### config.mk
export PLATFORM = sky130hd
export DESIGN_NAME = ppigc_ctrl
export DESIGN_NICKNAME = d
export VERILOG_FILES = /design/src/logic/ppigc_pkg.sv /design/src/logic/ppigc_ctrl.sv
export SDC_FILE = /design/constraint.sdc
export NUM_CORES = 1
export LEC_CHECK = 0
export ABC_AREA = 1
export CAP_MARGIN = 20
export CORE_MARGIN = 5
export CORE_UTILIZATION = 60
export CTS_CLUSTER_SIZE = 12
export DETAILED_ROUTE_END_ITERATION = 7
export DONT_BUFFER_PORTS = 1
export GPL_TIMING_DRIVEN = 0
export PLACE_DENSITY = 0.8
export SYNTH_ARGS = -nofsm -noshare
export SYNTH_HDL_FRONTEND = slang
export SYNTH_SLANG_ARGS = --single-unit
export TNS_END_PERCENT = 100
### constraint.sdc
create_clock -name aclk -period 4.5 [get_ports aclk]
set_input_delay 0.225 -clock aclk [delete_from_list [all_inputs] [get_ports aclk]]
set_output_delay 0.225 -clock aclk [all_outputs]
set_load 0.02 [all_outputs]
### src/logic/ppigc_pkg.sv
// constants and carrier types for the port pin gang and interrupt block
package ppigc_pkg;
  // ==================================================
  // register byte offsets
  localparam logic [7:0] OFF_GANG = 8'h00;
  localparam logic [7:0] OFF_CFG_A = 8'h04;
  localparam logic [7:0] OFF_SC_A = 8'h08;
  localparam logic [7:0] OFF_PORT_STEP = 8'h08;
  localparam logic [7:0] OFF_LEVEL = 8'h14;
  // ==================================================
  // field positions
  localparam int GANG_EN_BIT = 0;
  localparam int SC_MODE_BIT = 0;
  localparam int SC_IE_BIT = 1;
  localparam int SC_ACK_BIT = 2;
  localparam int SC_FLAG_BIT = 3;
  localparam int CFG_SEL_LSB = 0;
  localparam int CFG_POL_LSB = 4;
  localparam int CFG_PULL_LSB = 8;
  // ==================================================
  // reset values and sizes
  localparam logic [7:0] GANG_RST = 8'h00;
  localparam logic [3:0] PREV_LVL_RST = 4'hf;
  localparam int NUM_GANG = 8;
  localparam int NUM_PORTS = 2;
  localparam int PINS_PER_PORT = 4;
  localparam logic [1:0] RESP_OKAY = 2'h0;
  localparam logic [1:0] RESP_SLVERR = 2'h2;
  // ==================================================
  // per-port interrupt configuration
  typedef struct packed {
    logic [3:0] pull_en;
    logic [3:0] polarity;
    logic [3:0] select;
  } ppigc_cfg_t;
  // per-port status and control
  typedef struct packed {
    logic flag;
    logic ie;
    logic mode;
  } ppigc_sc_t;
  // drive state of one gang-capable pin
  typedef struct packed {
    logic oe;
    logic out;
    logic drive;
    logic slew;
  } ppigc_pin_t;
  localparam ppigc_cfg_t CFG_RST = 12'h000;
  localparam ppigc_sc_t SC_RST = 3'h0;
  localparam ppigc_pin_t PIN_RST = 4'h0;
endpackage

### src/logic/ppigc_ctrl.sv
// gang output control and pin interrupt logic with an AXI4-Lite slave
//
// The register addresses and register access over AXI4-Lite were chosen for this implementation.
`timescale 1ns/1ps
// Behaviour
// - gang register accepts its first write only
// - select bits 7:1 map PB5..PB2, PC3..PC1
// - ganged pins output, follow port C bit0 controls
// - gang enable forces port C bit0 output
// - gang beats digital, analog beats gang
// - A3:0 and B3:0 interrupt and wake sources
// - per-pin select enables pin interrupt
// - per-port mode: edge or edge-and-level
// - per-pin polarity: falling/low or rising/high
// - edges found by per-cycle sampling
// - deasserted level must precede a counted edge
// - edge sets flag, request if enabled, ack clears
// - edge ignored while another enabled pin asserted
// - level mode: ack cannot clear asserted flag
// - polarity selects pull-up or pull-down
// - pin levels readable by software
// - stop2 keeps pin output latches
// - stop3 keeps all logic running
module ppigc_ctrl
  import ppigc_pkg::*;
(
  input wire logic aclk, // bus clock
  input wire logic aresetn, // synchronous reset, low
  input wire logic [7:0] s_axi_awaddr, // write address
  input wire logic s_axi_awvalid, // write address valid
  output logic s_axi_awready, // write address ready
  input wire logic [31:0] s_axi_wdata, // write data
  input wire logic [3:0] s_axi_wstrb, // byte strobes
  input wire logic s_axi_wvalid, // write data valid
  output logic s_axi_wready, // write data ready
  output logic [1:0] s_axi_bresp, // write response
  output logic s_axi_bvalid, // write response valid
  input wire logic s_axi_bready, // write response ready
  input wire logic [7:0] s_axi_araddr, // read address
  input wire logic s_axi_arvalid, // read address valid
  output logic s_axi_arready, // read address ready
  output logic [31:0] s_axi_rdata, // read data
  output logic [1:0] s_axi_rresp, // read response
  output logic s_axi_rvalid, // read data valid
  input wire logic s_axi_rready, // read data ready
  input wire logic [7:0] gpio_dir, // own direction per gang pin
  input wire logic [7:0] gpio_data, // own data per gang pin
  input wire logic [7:0] gpio_drive, // own drive select per gang pin
  input wire logic [7:0] gpio_slew, // own slew enable per gang pin
  input wire logic [7:0] periph_en, // digital peripheral owns pin
  input wire logic [7:0] periph_oe, // peripheral output enable
  input wire logic [7:0] periph_out, // peripheral output value
  input wire logic [7:0] analog_en, // analog function owns pin
  input wire logic stop2_active, // partial power down in effect
  output logic [7:0] pin_oe, // gang pin output enable
  output logic [7:0] pin_out, // gang pin output value
  output logic [7:0] pin_drive, // gang pin high drive
  output logic [7:0] pin_slew, // gang pin slew limit
  input wire logic [7:0] irq_pin, // raw pins, 3:0 port A, 7:4 port B
  output logic [7:0] pull_up_en, // pull-up enable per pin
  output logic [7:0] pull_down_en, // pull-down enable per pin
  output logic [1:0] irq_req, // request per port to cpu
  output logic wake_req // wake from wait or stop3
);

  // ==================================================
  // address helpers
  // per-port register offset, base plus port stride
  function automatic logic [7:0] port_off(input logic [7:0] base, input int p);
    port_off = base + 8'(p) * OFF_PORT_STEP;
  endfunction

  // ==================================================
  // write channel of the bus slave
  logic aw_full;
  logic w_full;
  logic [7:0] waddr;
  logic [31:0] wdata;
  logic [3:0] wstrb;
  logic do_write;
  logic wr_hit;
  logic bvalid;
  logic [1:0] bresp;

  // address and data taken in any order, held until both arrive
  assign s_axi_awready = ~aw_full;
  assign s_axi_wready = ~w_full;
  assign do_write = aw_full & w_full & ~bvalid;
  assign s_axi_bvalid = bvalid;
  assign s_axi_bresp = bresp;

  // capture address and data
  always_ff @(posedge aclk)
  begin
    if (!aresetn)
    begin
      aw_full <= 1'b0;
      w_full <= 1'b0;
      waddr <= 8'h00;
      wdata <= 32'h0000_0000;
      wstrb <= 4'h0;
    end
    else
    begin
      if (s_axi_awvalid && !aw_full)
      begin
        aw_full <= 1'b1;
        waddr <= s_axi_awaddr;
      end
      else if (do_write)
        aw_full <= 1'b0;
      if (s_axi_wvalid && !w_full)
      begin
        w_full <= 1'b1;
        wdata <= s_axi_wdata;
        wstrb <= s_axi_wstrb;
      end
      else if (do_write)
        w_full <= 1'b0;
    end
  end

  // response one cycle after the write is performed
  always_ff @(posedge aclk)
  begin
    if (!aresetn)
    begin
      bvalid <= 1'b0;
      bresp <= RESP_OKAY;
    end
    else if (do_write)
    begin
      bvalid <= 1'b1;
      bresp <= wr_hit ? RESP_OKAY : RESP_SLVERR;
    end
    else if (s_axi_bready)
      bvalid <= 1'b0;
  end

  // ==================================================
  // gang register
  logic [7:0] gang;
  logic gang_locked;
  logic wr_gang;

  assign wr_gang = do_write && waddr == OFF_GANG && wstrb[0];

  // first write sticks, later ones are dropped
  always_ff @(posedge aclk)
  begin
    if (!aresetn)
    begin
      gang <= GANG_RST;
      gang_locked <= 1'b0;
    end
    else if (wr_gang && !gang_locked)
    begin
      gang <= wdata[7:0];
      gang_locked <= 1'b1;
    end
  end

  // ==================================================
  // gang pin steering, pin 0 is PC0, 1..3 PC1..PC3, 4..7 PB2..PB5
  ppigc_pin_t pin_q [NUM_GANG];
  ppigc_pin_t next_pin [NUM_GANG];
  logic [7:0] gang_on;

  genvar gi;
  generate
    for (gi = 0; gi < NUM_GANG; gi++)
    begin : g_pin
      // enable bit itself selects PC0, other bits their own pins
      assign gang_on[gi] = gang[GANG_EN_BIT] & (gi == 0 ? 1'b1 : gang[gi]);
      // analog first, then gang, then peripheral, then gpio
      assign next_pin[gi].oe = analog_en[gi] ? 1'b0 : gang_on[gi] ? 1'b1 :
        periph_en[gi] ? periph_oe[gi] : gpio_dir[gi];
      assign next_pin[gi].out = gang_on[gi] ? gpio_data[0] :
        periph_en[gi] ? periph_out[gi] : gpio_data[gi];
      assign next_pin[gi].drive = gang_on[gi] ? gpio_drive[0] : gpio_drive[gi];
      assign next_pin[gi].slew = gang_on[gi] ? gpio_slew[0] : gpio_slew[gi];
      // latches hold their value through stop2
      always_ff @(posedge aclk)
      begin
        if (!aresetn)
          pin_q[gi] <= PIN_RST;
        else if (!stop2_active)
          pin_q[gi] <= next_pin[gi];
      end
      assign pin_oe[gi] = pin_q[gi].oe;
      assign pin_out[gi] = pin_q[gi].out;
      assign pin_drive[gi] = pin_q[gi].drive;
      assign pin_slew[gi] = pin_q[gi].slew;
    end
  endgenerate

  // ==================================================
  // pin input synchroniser
  logic [7:0] sync1;
  logic [7:0] sync2;

  // two stages before any detection logic
  always_ff @(posedge aclk)
  begin
    if (!aresetn)
    begin
      sync1 <= 8'h00;
      sync2 <= 8'h00;
    end
    else
    begin
      sync1 <= irq_pin;
      sync2 <= sync1;
    end
  end

  // ==================================================
  // per-port interrupt detection
  ppigc_cfg_t cfg [NUM_PORTS];
  ppigc_sc_t sc [NUM_PORTS];
  logic [NUM_PORTS-1:0] wr_cfg;
  logic [NUM_PORTS-1:0] wr_sc;
  logic [NUM_PORTS-1:0] hit_cfg;
  logic [NUM_PORTS-1:0] hit_sc;
  logic [NUM_PORTS-1:0] ack;
  logic [NUM_PORTS-1:0] set_flag;
  logic [3:0] lvl [NUM_PORTS];
  logic [3:0] prev_lvl [NUM_PORTS];
  logic [3:0] edge_hit [NUM_PORTS];

  genvar gp;
  generate
    for (gp = 0; gp < NUM_PORTS; gp++)
    begin : g_port
      logic [3:0] s;
      logic [3:0] asserted_now;
      logic blocked;
      assign hit_cfg[gp] = waddr == port_off(OFF_CFG_A, gp);
      assign hit_sc[gp] = waddr == port_off(OFF_SC_A, gp);
      assign wr_cfg[gp] = do_write & hit_cfg[gp];
      assign wr_sc[gp] = do_write & hit_sc[gp] & wstrb[0];
      assign ack[gp] = wr_sc[gp] & wdata[SC_ACK_BIT];
      assign s = sync2[gp*PINS_PER_PORT +: PINS_PER_PORT];
      // asserted level after polarity
      assign lvl[gp] = ~(s ^ cfg[gp].polarity);
      assign asserted_now = lvl[gp] & cfg[gp].select;
      // rising of asserted level on an enabled pin
      assign edge_hit[gp] = asserted_now & ~prev_lvl[gp];
      // another enabled pin already asserted last cycle
      assign blocked = |(prev_lvl[gp] & cfg[gp].select);
      assign set_flag[gp] = sc[gp].mode ? (|asserted_now) :
        ((|edge_hit[gp]) & ~blocked);
      // previous level, reset as asserted so a deassert is seen first
      always_ff @(posedge aclk)
      begin
        if (!aresetn)
          prev_lvl[gp] <= PREV_LVL_RST;
        else
          prev_lvl[gp] <= lvl[gp];
      end
      // configuration register, byte lanes honoured
      always_ff @(posedge aclk)
      begin
        if (!aresetn)
          cfg[gp] <= CFG_RST;
        else if (wr_cfg[gp])
        begin
          if (wstrb[0])
          begin
            cfg[gp].select <= wdata[CFG_SEL_LSB +: 4];
            cfg[gp].polarity <= wdata[CFG_POL_LSB +: 4];
          end
          if (wstrb[1])
            cfg[gp].pull_en <= wdata[CFG_PULL_LSB +: 4];
        end
      end
      // status and control, a new event wins over ack
      always_ff @(posedge aclk)
      begin
        if (!aresetn)
          sc[gp] <= SC_RST;
        else
        begin
          sc[gp].flag <= set_flag[gp] | (sc[gp].flag & ~ack[gp]);
          if (wr_sc[gp])
          begin
            sc[gp].mode <= wdata[SC_MODE_BIT];
            sc[gp].ie <= wdata[SC_IE_BIT];
          end
        end
      end
      // pull direction from polarity, only where enabled
      always_ff @(posedge aclk)
      begin
        if (!aresetn)
        begin
          pull_up_en[gp*4 +: 4] <= 4'h0;
          pull_down_en[gp*4 +: 4] <= 4'h0;
        end
        else
        begin
          pull_up_en[gp*4 +: 4] <= cfg[gp].pull_en & ~cfg[gp].polarity;
          pull_down_en[gp*4 +: 4] <= cfg[gp].pull_en & cfg[gp].polarity;
        end
      end
      assign irq_req[gp] = sc[gp].flag & sc[gp].ie;
    end
  endgenerate

  // request doubles as wake source
  assign wake_req = |irq_req;
  assign wr_hit = waddr == OFF_GANG || (|hit_cfg) || (|hit_sc) || waddr == OFF_LEVEL;

  // ==================================================
  // read channel of the bus slave
  logic rvalid;
  logic [31:0] rdata;
  logic [1:0] rresp;
  logic [31:0] rd_mux;
  logic rd_hit;

  assign s_axi_arready = ~rvalid;
  assign s_axi_rvalid = rvalid;
  assign s_axi_rdata = rdata;
  assign s_axi_rresp = rresp;

  // read data selection
  always_comb
  begin
    rd_mux = 32'h0000_0000;
    rd_hit = 1'b1;
    if (s_axi_araddr == OFF_GANG)
      rd_mux = {24'h00_0000, gang};
    else if (s_axi_araddr == port_off(OFF_CFG_A, 0))
      rd_mux = {20'h0_0000, cfg[0]};
    else if (s_axi_araddr == port_off(OFF_SC_A, 0))
      rd_mux = {28'h000_0000, sc[0].flag, 1'b0, sc[0].ie, sc[0].mode};
    else if (s_axi_araddr == port_off(OFF_CFG_A, 1))
      rd_mux = {20'h0_0000, cfg[1]};
    else if (s_axi_araddr == port_off(OFF_SC_A, 1))
      rd_mux = {28'h000_0000, sc[1].flag, 1'b0, sc[1].ie, sc[1].mode};
    else if (s_axi_araddr == OFF_LEVEL)
      rd_mux = {24'h00_0000, sync2};
    else
      rd_hit = 1'b0;
  end

  // one read at a time, answer the cycle after acceptance
  always_ff @(posedge aclk)
  begin
    if (!aresetn)
    begin
      rvalid <= 1'b0;
      rdata <= 32'h0000_0000;
      rresp <= RESP_OKAY;
    end
    else if (s_axi_arvalid && !rvalid)
    begin
      rvalid <= 1'b1;
      rdata <= rd_mux;
      rresp <= rd_hit ? RESP_OKAY : RESP_SLVERR;
    end
    else if (s_axi_rready)
      rvalid <= 1'b0;
  end
endmodule

Word level (Yosys, flattened, before mapping). Memory sizes are Yosys's and may differ from the RTL's. Index checks and enable logic that the tools add are counted.

Register bits: 103. RAM bits: 70. Input port bits: 132. Word-level logic and storage cells: 257. Memories kept: 4.

Memories: pin_q (depth 8, width 4, read ports 8, clocked after memory_dff 0, wr ports 8, RTL line ppigc_ctrl.sv:165) `ppigc_pin_t pin_q [NUM_GANG];`; cfg (depth 2, width 12, read ports 2, clocked after memory_dff 0, wr ports 2, RTL line ppigc_ctrl.sv:219) `ppigc_cfg_t cfg [NUM_PORTS];`; prev_lvl (depth 2, width 4, read ports 2, clocked after memory_dff 0, wr ports 2, RTL line ppigc_ctrl.sv:228) `logic [3:0] prev_lvl [NUM_PORTS];`; sc (depth 2, width 3, read ports 2, clocked after memory_dff 0, wr ports 2, RTL line ppigc_ctrl.sv:220) `ppigc_sc_t sc [NUM_PORTS];`.

Equal/unequal tests: 10. Mux-type cells: 124. Bitwise operators: 73. Reductions and logical operators: 28.

Operators with widths (number): $mux W1 (100); $mux W4 (16); $mux W12 (4); $and A4 B4 Y4 (10); $eq A8 B4 Y1 const B (4); $eq A8 B5 Y1 const B (4); $not A4 Y4 (6); $or A1 B1 Y1 (24); $reduce_or A4 Y1 (6); $and A1 B1 Y1 (23); $eq A8 B3 Y1 const B (2); $logic_not A8 Y1 (2); $mux W8 (2); $not A1 Y1 (8); $reduce_bool A2 Y1 (4); $xor A4 B4 Y4 (2); $logic_and A1 B1 Y1 (6); $reduce_or A2 Y1 (3); $logic_not A1 Y1 (4); $mux W2 (2); $logic_or A1 B1 Y1 (3).

Longest topological paths before layout. An unclocked memory read counts as a cell.

Word-level depth: 10. Depth in mapped cells: 10.

Least setup slack after synthesis. OpenSTA, ideal clock, no wires.

Path kind: register -> register. Start point: register bvalid, in the netlist s_axi_bvalid. End point: memory cfg[1][0] (netlist bit), enable pin. Setup time: 0.384 ns. Data arrival time: 1.491 ns. Required time: 4.116 ns. Path slack: 2.625 ns. Cell stages (with the launch flop): 6. Path buffers: 0. Path through: dfxtp_1 -> nor2_4 -> nand2_4 -> nor2_8 -> inv_1 -> o21ai_0.

RTL lines: start: declaration (RTL line ppigc_ctrl.sv:82) `logic bvalid;`; start signal: assignment (RTL line ppigc_ctrl.sv:128) `bvalid <= 1'b0;`; start signal: assignment (RTL line ppigc_ctrl.sv:133) `bvalid <= 1'b1;`; start signal: assignment (RTL line ppigc_ctrl.sv:137) `bvalid <= 1'b0;`; end: declaration (RTL line ppigc_ctrl.sv:219).

==> impl_metrics.yaml <==
critical_path:
  startpoint_type: "flip-flop"
  critPathSlowestCell: "dlygate4sd3_1"
  reg2reg_from: "gang[0]"
  cp.arrival_ns: 2.50
  r2r_cells: 6
  cp_common_cell: "dlygate4sd3_1"
  crit_type: "flip-flop to flip-flop"
  r2r-end: "pin_q[0][14]"
  crit_chain: "buf_2 > nand2_1 > o21ai_0 > dlygate4sd3_1 > a21oi_1 > dlygate4sd3_1"
  endpoint_kind: "flip-flop"
  r2r_setup_slack_ns: 2.29
  critPathRequiredTime_ns: 4.80
  path_max_fanout: 10
  setup.worst_path.start: "gang[0]"
  max_stage_delay_ns: 0.57
cells_and_area:
  fillers: 763
  layout_commonest_cell: "nand2_1"
  area_growth_syn_to_layout_pct: 22.7
  mostFrequentLayoutCells: "nand2_1 (111), inv_1 (95), dfxtp_1 (91), nor2_1 (79), a21oi_1 (73)"
  multi_input_area_sq_um: 2420
  register_area_sq_um: 3620
  finish.utilization: 0.751
  drive_above_1_share: 0.126
  final_nets: 995
power_and_ir_drop:
  finalPower_mw: 3.11
  cellPowerDensity_nw_per_um2: 382
  p_leak_nw: 3.56
  ir_drop_uv: 227
placement:
  gp_congestion: 0.942
  dp_hpwl_um: 13700
  io_buffers: 0
synth:
  synth_ff_type: "dfxtp_1"
  syn_area_sq_um: 6640
  synth_cells: 750
  ys_ff_latch: 151
  synth_area_per_cell_sq_um: 8.85
  ys_seq_area_frac: 0.546
  yosysWarnings: 0
  synth-edff-count: 60
  synthArstFlopShare: 0
  yosysUniqueCellTypes: 42
sta:
  slew_viol_final: 0
  skew_ns: 0.00812
  tightestPinTransition_ns: 0.737
  relSlewSlack: 0.503
  final.setup.tns_ns: 0
  post-route-period-util: 0.490
  setup_viol: 0
  period_needed_ns: 2.21
  finalHoldViolCount: 0
  fmax_ghz: 0.453
  rsz0062_at_grt: "false"
floorplan:
  core_area_sq_um: 10800
  die_width_um: 115
  rows: 38
  die_h_um: 115
  fp.dieArea_sq_um: 13300
  num_io_pins: 224
  start_util: 0.612
grt:
  gr-usage-all-layers: 0.296
  antenna_found_initial: 1
  gr-total-overflow: 0
  grt_pass1_vias: 5831
  grt_max_degree: 26
  grt_pass1_wl_um: 29700
worst_hold_path:
  min_path_cells: 2
  min_path_type: "input pin to flip-flop"
  hold_end: "pin_q[0][2]"
  hold_path_startpoint: "gpio_data[0]"
clocking:
  cts_made_buffers: 17
  hold_buffers: 70
  cts-root-buf: "clkbuf_8"
  path_clk_slew_ns: 0.07
  ctsResizeCount: 0
  clock_path_buffers: 2
  htreeDepth: 4
  cts_tree: "built"
  cts_setup_buffers: 0
  numClockSinks: 151
  clk_latency_ns: 0.54
routing:
  drt-vias-per-instance: 5.45
  dr.first_iter.drc_count: 454
  first_pass_iters: 5
  routed_wl_um: 19200
  antenna_left: 0
  wire_per_inst_um: 18.8
  num_vias: 5539
  drcViolationCount: 0
flow_run:
  maxCapViolCount: 0
run_status:
  status: "finished clean"
## power by group
part	internal, mW	switching [mW]	leakage (nW)
Clock	0.676	0.560	0.232
Sequential	1.49	0.0794	1.38
Combinational	0.120	0.181	1.95
Total	2.29	0.821	3.56
## through the flow
| stage | area, sq um | setup WS [ns] | instances | hold slack [ns] |
|---|---|---|---|---|
| floorplan | 6720 | 2.62 | 771 | 0.323 |
| global placement | 6890 | 2.12 | 911 | 0.327 |
| detailed placement | 6920 | 2.26 | 912 | 0.329 |
| CTS | 8120 | 2.24 | 1014 | 0.00384 |
| global route | 8140 | 2.22 | 1017 | 0.0145 |
| finish | 8140 | 2.29 | 1017 | 0.00501 |
## state kept, by name, summed over array words and instances (netlist names), 2 cells and up
| register | flops |
|---|---|
| pin_q | 32 |
| pull_down_en | 8 |
| pull_up_en | 8 |
| sync2 | 8 |
| wdata | 12 |
| s_axi_rdata | 12 |
| waddr | 8 |
| sync1 | 8 |
| sc | 6 |
| cfg | 24 |
| gang | 8 |
| wstrb | 2 |
| prev_lvl | 8 |
## worst max path at each step
stage | end | slack, ns | cells past startpoint
floorplan | cfg[1][0] | 2.62 | 5
global placement | pin_q[0][13] | 2.12 | 3
detailed placement | cfg[1][0] | 2.26 | 5
CTS | cfg[1][0] | 2.24 | 5
global route | pin_q[0][14] | 2.22 | 6
finish | pin_q[0][14] | 2.29 | 6
## routing by layer
layer / part of all wire / track usage / up-vias
met5: 0 / 0 / -
met4: 0.045 / 0.158 / 0
met3: 0.076 / 0.0768 / 67
met2: 0.53 / 0.545 / 300
met1: 0.35 / 0.305 / 2534
li1: - / - / 2638
## cell families after synthesis
group                     after synthesis  synth area share
buffers and inverters                 150             0.102
and+or+nand+nor                       270             0.192
DFF                                   151             0.546
xor gates and xnor gates                8            0.0106
AOI/OAI and AO/OA                     156             0.127
other                                   1          0.000565
muxes                                  14            0.0224
## cell type report
class                           instances  share of cell area
Clock buffer                           21              0.0527
Timing Repair Buffer                   73              0.0913
Antenna cell                            1            0.000307
Buffer                                 44              0.0340
Inverter                              106              0.0489
Clock inverter                         11             0.00937
Sequential cell                       151               0.445
Tap cell                              140              0.0215
Multi-Input combinational cell        470               0.297
## synth_stat cells, types with 6 or more instances
cell type	instances	area (sq um)
nor3_1	18	90.1
buf_4	22	165
edfxtp_1	60	1800
mux2i_1	7	70.1
nor2_4	6	67.6
clkbuf_1	9	33.8
inv_1	95	357
nand2_1	111	417
mux2_2	7	78.8
a21oi_1	73	365
dfxtp_1	91	1820
nor2_1	79	297
nand3_1	28	140
inv_2	9	33.8
o21ai_0	61	305
nand2_2	6	37.5
## critical path: cells and delay by family, from the launching register on
kind                   cells  cell delay, ns
flip-flops                 1            0.30
buffers and inverters      3            1.35
AND/OR/NAND/NOR            1            0.12
AO/OA/AOI/OAI              2            0.19
(Power assumes the default switching activity.)
